==> src/hdl/mbx_pkg.sv <==
// package of address map, master ids, transfer sizes and sub-region tags for the bus matrix decoder
package mbx_pkg;
  localparam int unsigned NUM_MST = 5;
  localparam int unsigned NUM_SLV = 16;
  localparam int unsigned MST_W = 3;
  localparam int unsigned SLV_W = 4;
  // master indices
  localparam logic [MST_W-1:0] M_ICODE = 3'h0;
  localparam logic [MST_W-1:0] M_DCODE = 3'h1;
  localparam logic [MST_W-1:0] M_SYS = 3'h2;
  localparam logic [MST_W-1:0] M_DMA = 3'h3;
  localparam logic [MST_W-1:0] M_ETH = 3'h4;
  // slave indices
  typedef enum logic [SLV_W-1:0] {
    SLV_NONE = 4'h0,
    SLV_MAIN_FLASH = 4'h1,
    SLV_CODE_RAM = 4'h2,
    SLV_SYS_RAM = 4'h3,
    SLV_WORK_FLASH = 4'h4,
    SLV_WORK_FIF = 4'h5,
    SLV_EXT_BUS = 4'h6,
    SLV_MAIN_FIF = 4'h7,
    SLV_PBUS0 = 4'h8,
    SLV_PBUS1 = 4'h9,
    SLV_PBUS2 = 4'hA,
    SLV_HS_AHB = 4'hB,
    SLV_BB_ALIAS = 4'hC,
    SLV_PPB = 4'hD
  } mbx_slv_t;
  // memory map
  localparam logic [31:0] MAIN_FLASH_BASE = 32'h0000_0000;
  localparam logic [31:0] MAIN_FLASH_SIZE = 32'h0010_0000;
  localparam logic [31:0] RAM_SPLIT = 32'h2000_0000;
  localparam logic [31:0] RAM_BANK_SIZE = 32'h0008_0000;
  localparam logic [31:0] WORK_FLASH_BASE = 32'h200C_0000;
  localparam logic [31:0] WORK_FIF_BASE = 32'h200E_0000;
  localparam logic [31:0] WORK_FIF_END = 32'h200E_0FFF;
  localparam logic [31:0] SRAM_BB_BASE = 32'h2200_0000;
  localparam logic [31:0] SRAM_BB_END = 32'h23FF_FFFF;
  localparam logic [31:0] MAIN_FIF_BASE = 32'h4000_0000;
  localparam logic [31:0] MAIN_FIF_END = 32'h4000_0FFF;
  localparam logic [31:0] PBUS0_BASE = 32'h4001_0000;
  localparam logic [31:0] PBUS0_END = 32'h4001_FFFF;
  localparam logic [31:0] PBUS1_BASE = 32'h4002_0000;
  localparam logic [31:0] PBUS1_END = 32'h4002_EFFF;
  localparam logic [31:0] PBUS2_BASE = 32'h4003_0000;
  localparam logic [31:0] PBUS2_END = 32'h4003_FFFF;
  localparam logic [31:0] LVD_BASE = 32'h4003_5000;
  localparam logic [31:0] LVD_END = 32'h4003_50FF;
  localparam logic [31:0] DSTBY_BASE = 32'h4003_5100;
  localparam logic [31:0] DSTBY_END = 32'h4003_5FFF;
  localparam logic [31:0] HS_BASE = 32'h4004_0000;
  localparam logic [31:0] HS_END = 32'h4006_8FFF;
  // reserved holes inside the decoded bus windows, then the bit-band, external and ppb windows
  localparam logic [31:0] RSV0_BASE = 32'h4001_3000;
  localparam logic [31:0] RSV0_END = 32'h4001_4FFF;
  localparam logic [31:0] RSV1_BASE = 32'h4001_6000;
  localparam logic [31:0] RSV1_END = 32'h4001_FFFF;
  localparam logic [31:0] RSV2_BASE = 32'h4002_3000;
  localparam logic [31:0] RSV2_END = 32'h4002_3FFF;
  localparam logic [31:0] RSV3_BASE = 32'h4002_9000;
  localparam logic [31:0] RSV3_END = 32'h4002_DFFF;
  localparam logic [31:0] RSV4_BASE = 32'h4003_D000;
  localparam logic [31:0] RSV4_END = 32'h4003_EFFF;
  localparam logic [31:0] RSV5_BASE = 32'h4006_1000;
  localparam logic [31:0] RSV5_END = 32'h4006_1FFF;
  localparam logic [31:0] PER_BB_BASE = 32'h4200_0000;
  localparam logic [31:0] PER_BB_END = 32'h43FF_FFFF;
  localparam logic [31:0] EXT_BASE = 32'h6000_0000;
  localparam logic [31:0] EXT_END = 32'hDFFF_FFFF;
  localparam logic [31:0] PPB_BASE = 32'hE000_0000;
  localparam logic [31:0] PPB_END = 32'hE00F_FFFF;
  // transfer sizes
  localparam logic [1:0] SIZE_BYTE = 2'h0;
  localparam logic [1:0] SIZE_HALF = 2'h1;
  localparam logic [1:0] SIZE_WORD = 2'h2;
  // sub-region tags for the third peripheral page split
  localparam logic [1:0] SUB_OTHER = 2'h0;
  localparam logic [1:0] SUB_LVD = 2'h1;
  localparam logic [1:0] SUB_DSTBY = 2'h2;
endpackage : mbx_pkg

==> src/hdl/mbx_matrix.sv <==
// multi-layer bus matrix: decode, arbitration, rmw locking and error response
`timescale 1ns/1ps
`default_nettype none
module mbx_matrix (
  // clock and reset
  input wire logic i_sys_clk,
  input wire logic i_rst_n,
  input wire logic i_ce,
  // strap: high on the first product variant
  input wire logic i_first_product_variant,
  // master request side, one lane per master
  input wire logic [4:0] i_m_req,
  input wire logic [4:0] i_m_write,
  input wire logic [4:0] i_m_bitband,
  input wire logic [159:0] i_m_addr,
  input wire logic [9:0] i_m_size,
  input wire logic [159:0] i_m_wdata,
  // master answer side
  output logic [4:0] o_m_grant,
  output logic [4:0] o_m_done,
  output logic [4:0] o_m_err,
  output logic [159:0] o_m_rdata,
  // shared slave-side port for the granted access
  output logic o_s_valid,
  output logic [3:0] o_s_sel,
  output logic [1:0] o_s_sub,
  output logic [31:0] o_s_addr,
  output logic o_s_write,
  output logic [3:0] o_s_strb,
  output logic [31:0] o_s_wdata,
  output logic o_s_rmw,
  output logic o_s_lock,
  output logic [2:0] o_s_master,
  input wire logic i_s_ready,
  input wire logic [31:0] i_s_rdata,
  input wire logic [31:0] i_s_hw_flags
);

  typedef enum logic [1:0] {
    ST_IDLE = 2'b00,
    ST_ACCESS = 2'b01,
    ST_RMW_WR = 2'b10,
    ST_DONE = 2'b11
  } mbx_state_t;

  // reserved holes between peripherals inside the decoded bus windows
  function automatic logic in_hole(input logic [31:0] a);
    logic h;
    h = 1'b0;
    if (a >= mbx_pkg::RSV0_BASE && a <= mbx_pkg::RSV0_END) begin
      h = 1'b1;
    end else if (a >= mbx_pkg::RSV1_BASE && a <= mbx_pkg::RSV1_END) begin
      h = 1'b1;
    end else if (a >= mbx_pkg::RSV2_BASE && a <= mbx_pkg::RSV2_END) begin
      h = 1'b1;
    end else if (a >= mbx_pkg::RSV3_BASE && a <= mbx_pkg::RSV3_END) begin
      h = 1'b1;
    end else if (a >= mbx_pkg::RSV4_BASE && a <= mbx_pkg::RSV4_END) begin
      h = 1'b1;
    end else if (a >= mbx_pkg::RSV5_BASE && a <= mbx_pkg::RSV5_END) begin
      h = 1'b1;
    end
    return h;
  endfunction : in_hole

  // address decode shared by all masters
  function automatic mbx_pkg::mbx_slv_t decode(input logic [31:0] a);
    mbx_pkg::mbx_slv_t s;
    s = mbx_pkg::SLV_NONE;
    if (a < mbx_pkg::MAIN_FLASH_BASE + mbx_pkg::MAIN_FLASH_SIZE) begin
      s = mbx_pkg::SLV_MAIN_FLASH;
    end else if (a >= mbx_pkg::RAM_SPLIT - mbx_pkg::RAM_BANK_SIZE && a < mbx_pkg::RAM_SPLIT) begin
      s = mbx_pkg::SLV_CODE_RAM;
    end else if (a >= mbx_pkg::RAM_SPLIT && a < mbx_pkg::RAM_SPLIT + mbx_pkg::RAM_BANK_SIZE) begin
      s = mbx_pkg::SLV_SYS_RAM;
    end else if (a >= mbx_pkg::WORK_FLASH_BASE && a < mbx_pkg::WORK_FIF_BASE) begin
      s = mbx_pkg::SLV_WORK_FLASH;
    end else if (a >= mbx_pkg::WORK_FIF_BASE && a <= mbx_pkg::WORK_FIF_END) begin
      s = mbx_pkg::SLV_WORK_FIF;
    end else if (a >= mbx_pkg::SRAM_BB_BASE && a <= mbx_pkg::SRAM_BB_END) begin
      s = mbx_pkg::SLV_BB_ALIAS;
    end else if (a >= mbx_pkg::MAIN_FIF_BASE && a <= mbx_pkg::MAIN_FIF_END) begin
      s = mbx_pkg::SLV_MAIN_FIF;
    end else if (a >= mbx_pkg::PBUS0_BASE && a <= mbx_pkg::PBUS0_END) begin
      s = mbx_pkg::SLV_PBUS0;
    end else if (a >= mbx_pkg::PBUS1_BASE && a <= mbx_pkg::PBUS1_END) begin
      s = mbx_pkg::SLV_PBUS1;
    end else if (a >= mbx_pkg::PBUS2_BASE && a <= mbx_pkg::PBUS2_END) begin
      s = mbx_pkg::SLV_PBUS2;
    end else if (a >= mbx_pkg::HS_BASE && a <= mbx_pkg::HS_END) begin
      s = mbx_pkg::SLV_HS_AHB;
    end else if (a >= mbx_pkg::PER_BB_BASE && a <= mbx_pkg::PER_BB_END) begin
      s = mbx_pkg::SLV_BB_ALIAS;
    end else if (a >= mbx_pkg::EXT_BASE && a <= mbx_pkg::EXT_END) begin
      s = mbx_pkg::SLV_EXT_BUS;
    end else if (a >= mbx_pkg::PPB_BASE && a <= mbx_pkg::PPB_END) begin
      s = mbx_pkg::SLV_PPB;
    end
    // a hole must not reach the bus behind it, so it reads as unmapped
    if (in_hole(a)) begin
      s = mbx_pkg::SLV_NONE;
    end
    return s;
  endfunction : decode

  // regions that the dma controller may not touch
  function automatic logic dma_blocked(input mbx_pkg::mbx_slv_t s);
    return (s == mbx_pkg::SLV_MAIN_FIF) || (s == mbx_pkg::SLV_PBUS0) ||
           (s == mbx_pkg::SLV_BB_ALIAS) || (s == mbx_pkg::SLV_PPB);
  endfunction : dma_blocked

  // page split inside the third peripheral bus
  function automatic logic [1:0] sub_region(input logic [31:0] a);
    logic [1:0] r;
    r = mbx_pkg::SUB_OTHER;
    if (a >= mbx_pkg::LVD_BASE && a <= mbx_pkg::LVD_END) begin
      r = mbx_pkg::SUB_LVD;
    end else if (a >= mbx_pkg::DSTBY_BASE && a <= mbx_pkg::DSTBY_END) begin
      r = mbx_pkg::SUB_DSTBY;
    end
    return r;
  endfunction : sub_region

  // little-endian lane strobe; narrow sizes refused only on the first peripheral bus
  function automatic logic [3:0] lane_strb(input logic [1:0] sz, input logic [1:0] a);
    logic [3:0] m;
    m = 4'hF;
    if (sz == mbx_pkg::SIZE_BYTE) begin
      m = 4'h1 << a;
    end else if (sz == mbx_pkg::SIZE_HALF) begin
      m = a[1] ? 4'hC : 4'h3;
    end
    return m;
  endfunction : lane_strb

  mbx_state_t state_reg;
  logic [2:0] owner_reg;
  logic [2:0] rr_last_reg;
  logic [31:0] rd_hold_reg;
  logic [31:0] flag_snap_reg;
  logic [2:0] pick;
  logic pick_valid;
  logic [31:0] req_addr;
  mbx_pkg::mbx_slv_t req_slv;
  logic req_bad;
  logic req_narrow_bad;
  localparam int NUM_MST_LOC = mbx_pkg::NUM_MST;

  // arbitration: fixed priority with dma first, or round-robin
  always_comb begin
    logic [2:0] idx;
    idx = 3'h0;
    pick = 3'h0;
    pick_valid = 1'b0;
    if (i_first_product_variant) begin
      if (i_m_req[mbx_pkg::M_DMA]) begin
        pick = mbx_pkg::M_DMA;
        pick_valid = 1'b1;
      end else begin
        for (int k = NUM_MST_LOC - 1; k >= 0; k--) begin
          if (i_m_req[k] && k != int'(mbx_pkg::M_DMA)) begin
            pick = 3'(k);
            pick_valid = 1'b1;
          end
        end
      end
    end else begin
      for (int k = NUM_MST_LOC; k >= 1; k--) begin
        idx = 3'((int'(rr_last_reg) + k) % NUM_MST_LOC);
        if (i_m_req[idx]) begin
          pick = idx;
          pick_valid = 1'b1;
        end
      end
    end
  end

  assign req_addr = i_m_addr[32*pick +: 32];
  assign req_slv = decode(req_addr);
  // narrow access to a bus without the extension is refused
  assign req_narrow_bad = (i_m_size[2*pick +: 2] != mbx_pkg::SIZE_WORD) &&
                          (req_slv == mbx_pkg::SLV_PBUS0);
  assign req_bad = (req_slv == mbx_pkg::SLV_NONE) || req_narrow_bad ||
                   ((pick == mbx_pkg::M_DMA) && dma_blocked(req_slv));

  // round-robin pointer: the next search starts past the last winner
  always_ff @(posedge i_sys_clk or negedge i_rst_n) begin
    if (!i_rst_n) begin
      rr_last_reg <= 3'h4;
    end else if (i_ce && state_reg == ST_IDLE && pick_valid) begin
      rr_last_reg <= pick;
    end
  end

  // read data held for the owner; the locked write phase keeps the read value
  always_ff @(posedge i_sys_clk or negedge i_rst_n) begin
    if (!i_rst_n) begin
      rd_hold_reg <= 32'h0000_0000;
      flag_snap_reg <= 32'h0000_0000;
    end else if (i_ce && state_reg == ST_ACCESS && i_s_ready) begin
      if (o_s_rmw && !o_s_write) begin
        // read phase: hardware flags read as one
        rd_hold_reg <= i_s_rdata | i_s_hw_flags;
        flag_snap_reg <= i_s_hw_flags;
      end else if (!o_s_rmw) begin
        rd_hold_reg <= i_s_rdata;
      end
    end
  end

  // transfer sequencer; the slave port is one layer, each master keeps its lane
  always_ff @(posedge i_sys_clk or negedge i_rst_n) begin
    if (!i_rst_n) begin
      state_reg <= ST_IDLE;
      owner_reg <= 3'h0;
      o_s_valid <= 1'b0;
      o_s_sel <= 4'h0;
      o_s_sub <= 2'h0;
      o_s_addr <= 32'h0000_0000;
      o_s_write <= 1'b0;
      o_s_strb <= 4'h0;
      o_s_wdata <= 32'h0000_0000;
      o_s_rmw <= 1'b0;
      o_s_lock <= 1'b0;
      o_s_master <= 3'h0;
      o_m_grant <= 5'h00;
      o_m_done <= 5'h00;
      o_m_err <= 5'h00;
    end else if (i_ce) begin
      o_m_done <= 5'h00;
      o_m_err <= 5'h00;
      unique case (state_reg)
        ST_IDLE: begin
          if (pick_valid) begin
            owner_reg <= pick;
            o_m_grant <= 5'h01 << pick;
            if (req_bad) begin
              // no slave sees the access; answer with error next cycle
              state_reg <= ST_DONE;
              o_m_err <= 5'h01 << pick;
            end else begin
              state_reg <= ST_ACCESS;
              o_s_valid <= 1'b1;
              o_s_sel <= req_slv;
              o_s_sub <= sub_region(req_addr);
              o_s_addr <= req_addr;
              o_s_master <= pick;
              o_s_strb <= lane_strb(i_m_size[2*pick +: 2], req_addr[1:0]);
              o_s_wdata <= i_m_wdata[32*pick +: 32];
              // bit-band on an extension bus runs read phase first, locked
              if (i_m_bitband[pick] && (req_slv == mbx_pkg::SLV_PBUS1 ||
                  req_slv == mbx_pkg::SLV_PBUS2)) begin
                o_s_rmw <= 1'b1;
                o_s_lock <= 1'b1;
                o_s_write <= 1'b0;
              end else begin
                o_s_rmw <= 1'b0; // plain access, flags unprotected
                o_s_lock <= 1'b0;
                o_s_write <= i_m_write[pick];
              end
            end
          end
        end
        ST_ACCESS: begin
          if (i_s_ready) begin
            if (o_s_rmw && !o_s_write) begin
              // read phase done: valid drops one cycle while write data is merged
              o_s_write <= 1'b1;
              state_reg <= ST_RMW_WR;
              o_s_valid <= 1'b0;
            end else begin
              o_s_valid <= 1'b0;
              o_s_lock <= 1'b0;
              o_s_rmw <= 1'b0;
              o_m_done <= 5'h01 << owner_reg;
              state_reg <= ST_DONE;
            end
          end
        end
        ST_RMW_WR: begin
          // write phase keeps every hardware flag set, late ones too
          o_s_valid <= 1'b1;
          o_s_wdata <= o_s_wdata | i_s_hw_flags | flag_snap_reg;
          state_reg <= ST_ACCESS;
        end
        ST_DONE: begin
          o_m_grant <= 5'h00;
          state_reg <= ST_IDLE;
        end
      endcase
    end
  end

  // read data back to the owning lane only
  always_ff @(posedge i_sys_clk or negedge i_rst_n) begin
    if (!i_rst_n) begin
      o_m_rdata <= 160'h0;
    end else if (i_ce && state_reg == ST_DONE) begin
      o_m_rdata[32*owner_reg +: 32] <= rd_hold_reg;
    end
  end

endmodule : mbx_matrix
`default_nettype wire

==> config.mk <==
export PLATFORM = sky130hd
export DESIGN_NAME = mbx_matrix
export DESIGN_NICKNAME = d
export VERILOG_FILES = /design/src/hdl/mbx_pkg.sv /design/src/hdl/mbx_matrix.sv
export SDC_FILE = /design/constraint.sdc
export NUM_CORES = 1
export LEC_CHECK = 0
export ABC_AREA = 1
export BUFFER_PORTS_ARGS = -buffer_cell sky130_fd_sc_hd__buf_2
export CAP_MARGIN = 20
export CORE_AREA = 2 2 264 266
export DETAILED_ROUTE_END_ITERATION = 10
export DIE_AREA = 0 0 266 268
export GPL_TIMING_DRIVEN = 0
export PLACE_DENSITY = 0.59
export SYNTH_ARGS = -nofsm -noshare
export SYNTH_HDL_FRONTEND = slang
export SYNTH_SLANG_ARGS = --single-unit
==> constraint.sdc <==
create_clock -name i_sys_clk -period 7.9 [get_ports i_sys_clk]
set_input_delay 1.185 -clock i_sys_clk [delete_from_list [all_inputs] [get_ports i_sys_clk]]
set_output_delay 1.185 -clock i_sys_clk [all_outputs]
set_load 0.01 [all_outputs]
# == Word-level counts from Yosys, hierarchy flattened ==
# Cells that the tools add are included.
# classes
order_cmp,48
shift,8
n_eq_ne,18
div_mod_pow,5
muxes,97
n_reduce_logical,54
add_sub_neg,6
bitwise_logic,4
# op_table
operator,count
$ge 32x31->1 const B,15
$le 32x31->1 const B,13
$shiftx 160x9->32,2
$bwmux 160,1
$mod 32x4->32 const B,5
$shift 32x34->160 const A,1
$shiftx 32x34->160,1
$ge 32x30->1 const B,4
$mux 32,4
$lt 32x30->1 const B,3
$or 32x32->32,3
$mux 4,18
$le 32x30->1 const B,2
$le 32x32->1 const B,2
$pmux 32 s2,1
$mux 1,38
$mux 5,7
$neg 8->34,1
$mux 3,11
$ge 32x29->1 const B,1
$ge 32x32->1 const B,1
$lt 32x21->1 const B,1
$logic_and 1x1->1,30
$lt 3x4->1 const B,6
other kinds (31),69
# totals
wordCells,258
out_inout_bits,256
inputBits,414
ff_bits,327

# == Longest topological paths before layout ==
# logic_depth
word_depth,37
ltp_mapped,61
depth_no_buf,57

# == Worst setup path after synthesis ==
# OpenSTA, ideal clock, no wires.
# synth_path
path_type,reg-to-reg
from,register rr_last_reg[0]
to,register o_s_addr[24]
path_slack_ps,1829
arrival_ps,5946
n_path_buf,5
setup_time_ps,126
t_required_ps,7774
path_stages_with_launch,55
period_less_slack_ps,6071
path_cell_list,dfrtp_1 buf_4 inv_4 ha_1 inv_1 nand2_2 and2_4 ha_1 nor2_1 nand3_1 nand2_1 xor2_1 ha_1 inv_1 or2_2 nand3_2 nand2_4 nand2_2 [... 19 more ...] nor2_2 nand2_1 nor2_1 nor2_1 nand3_1 nand2_1 nor2_1 nand2_1 nor2_2 nand2_1 nand4_1 o21ai_2 nor2_4 inv_2 buf_8 buf_12 nand2_2 o21ai_2
# synth_via
elab_chain_cells,36
elab_cells_between_ends,128
cone_classes,add/sub: 5; div: 5; order compare: 38; eq/ne: 6; shift: 2; mux: 43; bitwise: 1; reduce/logical: 28
# synth_lines
item,line_no,text
start: declaration,mbx_matrix.sv:138,logic [2:0] rr_last_reg;
start signal: assignment,mbx_matrix.sv:191,rr_last_reg <= pick;
$add 3x3->4,mbx_matrix.sv:169,idx = 3'((int'(rr_last_reg) + k) % NUM_MST_LOC);
$mod 32x4->32,mbx_matrix.sv:169,
$bmux 1 s3,mbx_matrix.sv:170,if (i_m_req[idx]) begin
$mux 1 (implied by the code),mbx_matrix.sv:170,
$mux 3 (5 in series),mbx_matrix.sv:170,
$mux 3,mbx_matrix.sv:155,if (i_first_product_variant) begin
$shiftx 160x9->32,mbx_matrix.sv:178,assign req_addr = i_m_addr[32*pick +: 32];
$ge 32x32->1 or $le 32x32->1 (tied branches),mbx_matrix.sv:96,end else if (a >= mbx_pkg::PPB_BASE && a <= mbx_pkg::PPB_END) begin
[... 15 more ...],-,
$mux 4,mbx_matrix.sv:100,if (in_hole(a)) begin
$eq 4x3->1 or $eq 4x4->1 (tied branches),"mbx_matrix.sv:108, mbx_matrix.sv:182",
$logic_or 1x1->1 (2 in series),mbx_matrix.sv:108,return (s == mbx_pkg::SLV_MAIN_FIF) || (s == mbx_pkg::SLV_PBUS0) ||
$logic_or 1x1->1,mbx_matrix.sv:109,(s == mbx_pkg::SLV_BB_ALIAS) || (s == mbx_pkg::SLV_PPB);
$logic_and 1x1->1,mbx_matrix.sv:184,((pick == mbx_pkg::M_DMA) && dma_blocked(req_slv));
$logic_or 1x1->1,mbx_matrix.sv:183,assign req_bad = (req_slv == mbx_pkg::SLV_NONE) || req_narrow_bad ||
$not 1->1 (no source line),-,
$reduce_and 4->1 (no source line),-,
end signal: assignment,mbx_matrix.sv:246,o_s_addr <= req_addr;
end: declaration,mbx_matrix.sv:27,"output logic [31:0] o_s_addr,"
# Parallel ways exist; a longest one is shown, timed or not. The select of a mux whose other input is x is not followed.
# A chain may end at the register's enable or synchronous reset.

# == Final worst setup path ==
# layout_path
from,register rr_last_reg[0]
to,register o_s_wdata[8]
# layout_via
elab_chain_cells,36
elab_cells_between_ends,133
cone_classes,add/sub: 5; div: 5; order compare: 38; eq/ne: 8; shift: 3; mux: 46; reduce/logical: 28
# layout_lines
item,line_no,text
$add 3x3->4,mbx_matrix.sv:169,
$mod 32x4->32,mbx_matrix.sv:169,
$bmux 1 s3,mbx_matrix.sv:170,
$mux 1 (implied by the code),mbx_matrix.sv:170,
$mux 3 (5 in series),mbx_matrix.sv:170,
$mux 3,mbx_matrix.sv:155,
$shiftx 160x9->32,mbx_matrix.sv:178,
$ge 32x32->1 or $le 32x32->1 (tied branches),mbx_matrix.sv:96,
[... 15 more ...],-,
$mux 4,mbx_matrix.sv:100,
$eq 4x3->1 or $eq 4x4->1 (tied branches),"mbx_matrix.sv:108, mbx_matrix.sv:182",
$logic_or 1x1->1 (2 in series),mbx_matrix.sv:108,
$logic_or 1x1->1,mbx_matrix.sv:109,
$logic_and 1x1->1,mbx_matrix.sv:184,
$logic_or 1x1->1,mbx_matrix.sv:183,
$ne 2x2->1 (no source line),-,
$reduce_and 4->1 (no source line),-,
end signal: assignment,mbx_matrix.sv:249,o_s_wdata <= i_m_wdata[32*pick +: 32];
end signal: assignment,mbx_matrix.sv:283,o_s_wdata <= o_s_wdata | i_s_hw_flags | flag_snap_reg;
end: declaration,mbx_matrix.sv:30,"output logic [31:0] o_s_wdata,"
# Parallel ways exist; a longest one is shown, timed or not. The select of a mux whose other input is x is not followed.

==> metrics <==
outcome completed; DRC Markers 0; Layout Area Growth over Synthesis 32.3%; Unique masters post-synth 56; register with the most flip-flops o_m_rdata; CTS clk-pin slew, worst paths 60 ps; Synth Register Bits 327; Slew HR 0.223; Synth async-reset ratio 1.00; hpwl dp 71400 µm; Critical Path Fanout Max 13; Post-synth EDFFs 0; via count 20600; Vias/cell 4.93; critical path class reg -> reg; routed length per instance 21.2 µm; post-layout minimum cycle time 7240 ps; initial antenna violation count 19; most frequent CP cell nand2_1; Main synth FF type dfrtp_1; share of layout cells above drive strength 1 0.289; core footprint 68200 µm²; Mapped Avg Cell Area 7.40 µm²; CP max stage delay 450 ps; Yosys warnings 0; CTS tree yes; worst-skew pair later-pin latency 560 ps; final-report hold violation count 0; Final nets 3705; actual slew at the worst max-slew pin 1170 ps; Syn Nets 2984; Min-Delay Path Class reg -> reg; Crit path arrival time 7670 ps; I/O Buffers 669; clock skew 26.2 ps; H-tree lvl count 2; Post-Syn Area 18800 µm²; Iteration-0 DRC Markers 1695; hold_buf cts 0; global-route wire length before repair 128000 µm; clock sinks 327; total CTS buffers 38; initial core utilization 0.275; Final setup viols 0; Ports 670; Root Driver clkbuf_16; drt pass-1 iters 5; Max Slew Vio Count 0; final period utilization 0.917; pin count of the biggest net entering global routing 105; critical path's slowest cell dfrtp_2; Die X-Extent 266 µm; GP Congestion 0.935; row cnt 96; CP Capture Type register; total wire length 88600 µm; Critical Path RT 8330 ps; fmax 138 MHz; Post-Synthesis Cells 2536; Global Route Usage Sum 0.240; crit start category register; Die Y 268 µm; clock buffer depth 3; Max-Cap Viols 0; fin util 0.364; Die Footprint 71300 µm²; vias in the first global route 19600; Largest register FFs 160; total grt overflow 0; post-synthesis sequential area ratio 0.436; DRT antenna net count 0
[cells in the mapped netlist (36+ instances only)]
library cell / count / area [µm²]
inv_1: 148 / 556
o21ai_0: 150 / 751
a21oi_1: 87 / 435
nand4_1: 58 / 363
nor4_1: 37 / 231
nand3_1: 176 / 881
dfrtp_1: 326 / 8160
clkbuf_1: 75 / 282
nand2_2: 36 / 225
nor2_1: 144 / 541
nand2_1: 946 / 3550
[area by class of cell]
class | count | area [µm²]
Clock inverter | 16 | 260
Tap cell | 882 | 1100
Clock buffer | 49 | 1050
Timing Repair Buffer | 681 | 3510
Multi-Input combinational cell | 1905 | 9340
Sequential cell | 327 | 8190
Antenna cell | 9 | 22.5
Buffer | 125 | 679
Fill cell | 7347 | 43400
Inverter | 179 | 686
[layout by cell type, fill, tap and decap left out, drive strengths merged, types with 3 or more instances in the layout]
cell type / synthesis / layout
nand2: 987 / 987
buf: 49 / 726
dfrtp: 326 / 326
o21ai: 202 / 202
nand3: 183 / 183
inv: 173 / 175
nor2: 159 / 159
clkbuf: 76 / 129
a21oi: 92 / 92
nand4: 58 / 58
nor4: 37 / 37
ha: 34 / 34
a211oi: 31 / 31
a31oi: 31 / 31
mux2: 29 / 29
nor3: 16 / 16
clkinv: 6 / 13
diode: 0 / 9
xor2: 7 / 7
nand3b: 6 / 6
o21a: 6 / 6
bufinv: 0 / 6
a21boi: 5 / 5
o31ai: 3 / 3
nor3b: 3 / 3
o211ai: 3 / 3
[worst max-delay path: cells and delay by family (launching register included)]
| kind | cells | cell delay (ps) |
|---|---|---|
| AO/OA/AOI/OAI | 2 | 290 |
| flip-flops | 1 | 450 |
| adder cells (fa/ha/maj) | 3 | 640 |
| buffers and inverters | 7 | 990 |
| AND/OR/NAND/NOR | 38 | 4510 |
| XOR/XNOR | 1 | 220 |
[per-layer routing]
metal,wire length [µm],track usage
met5,59,0
met1,37100,0.308
met2,41800,0.401
met4,3340,0.0885
met3,6360,0.0465
[final timing paths]
check | from | endpoint | slack (ps) | cells after the start
max in group asynchronous | i_rst_n | o_m_rdata[123] | 5570 | 4
setup / recovery | rr_last_reg[0] | o_s_wdata[8] | 660 | 51
hold reg to reg | o_s_valid | o_s_valid | 470 | 2
hold / removal | o_s_valid | o_s_valid | 470 | 2
setup reg to reg | rr_last_reg[0] | o_s_wdata[8] | 660 | 51
min in group asynchronous | i_rst_n | o_s_strb[2] | 600 | 1
[cells by family after synthesis]
family,after synthesis,share of synthesized area
AOI/OAI and AO/OA,383,0.118
DFF,327,0.436
xor gates and xnor gates,7,0.00406
and+or+nand+nor,1452,0.332
muxes,29,0.0174
buffers and inverters,304,0.0702
adders and majority gates,34,0.0227
[stage by stage]
step	instances	hold slack [ps]	setup slack, ps	TNS [ps]	cell area [µm²]
2_1_floorplan	2536	469	1830	0	18800
3_3_place_gp	4087	455	-1210	-372410	23200
3_5_place_dp	4090	456	-121	-3050	23300
4_1_cts	4155	471	66.8	0	24600
5_1_grt	4171	485	-22.3	-165	24800
6_report	4173	465	657	0	24800
[timing repair]
item,in CTS,in global routing
endpoints found under the hold margin,0,0
resized for setup,4,35
endpoints found under the setup margin,30,86
pin swaps,0,3
buffers inserted,0,9
cloned,0,0
Power is not shown: default switching activity piles up to over one toggle a cycle in this logic, so the estimate is an artifact.
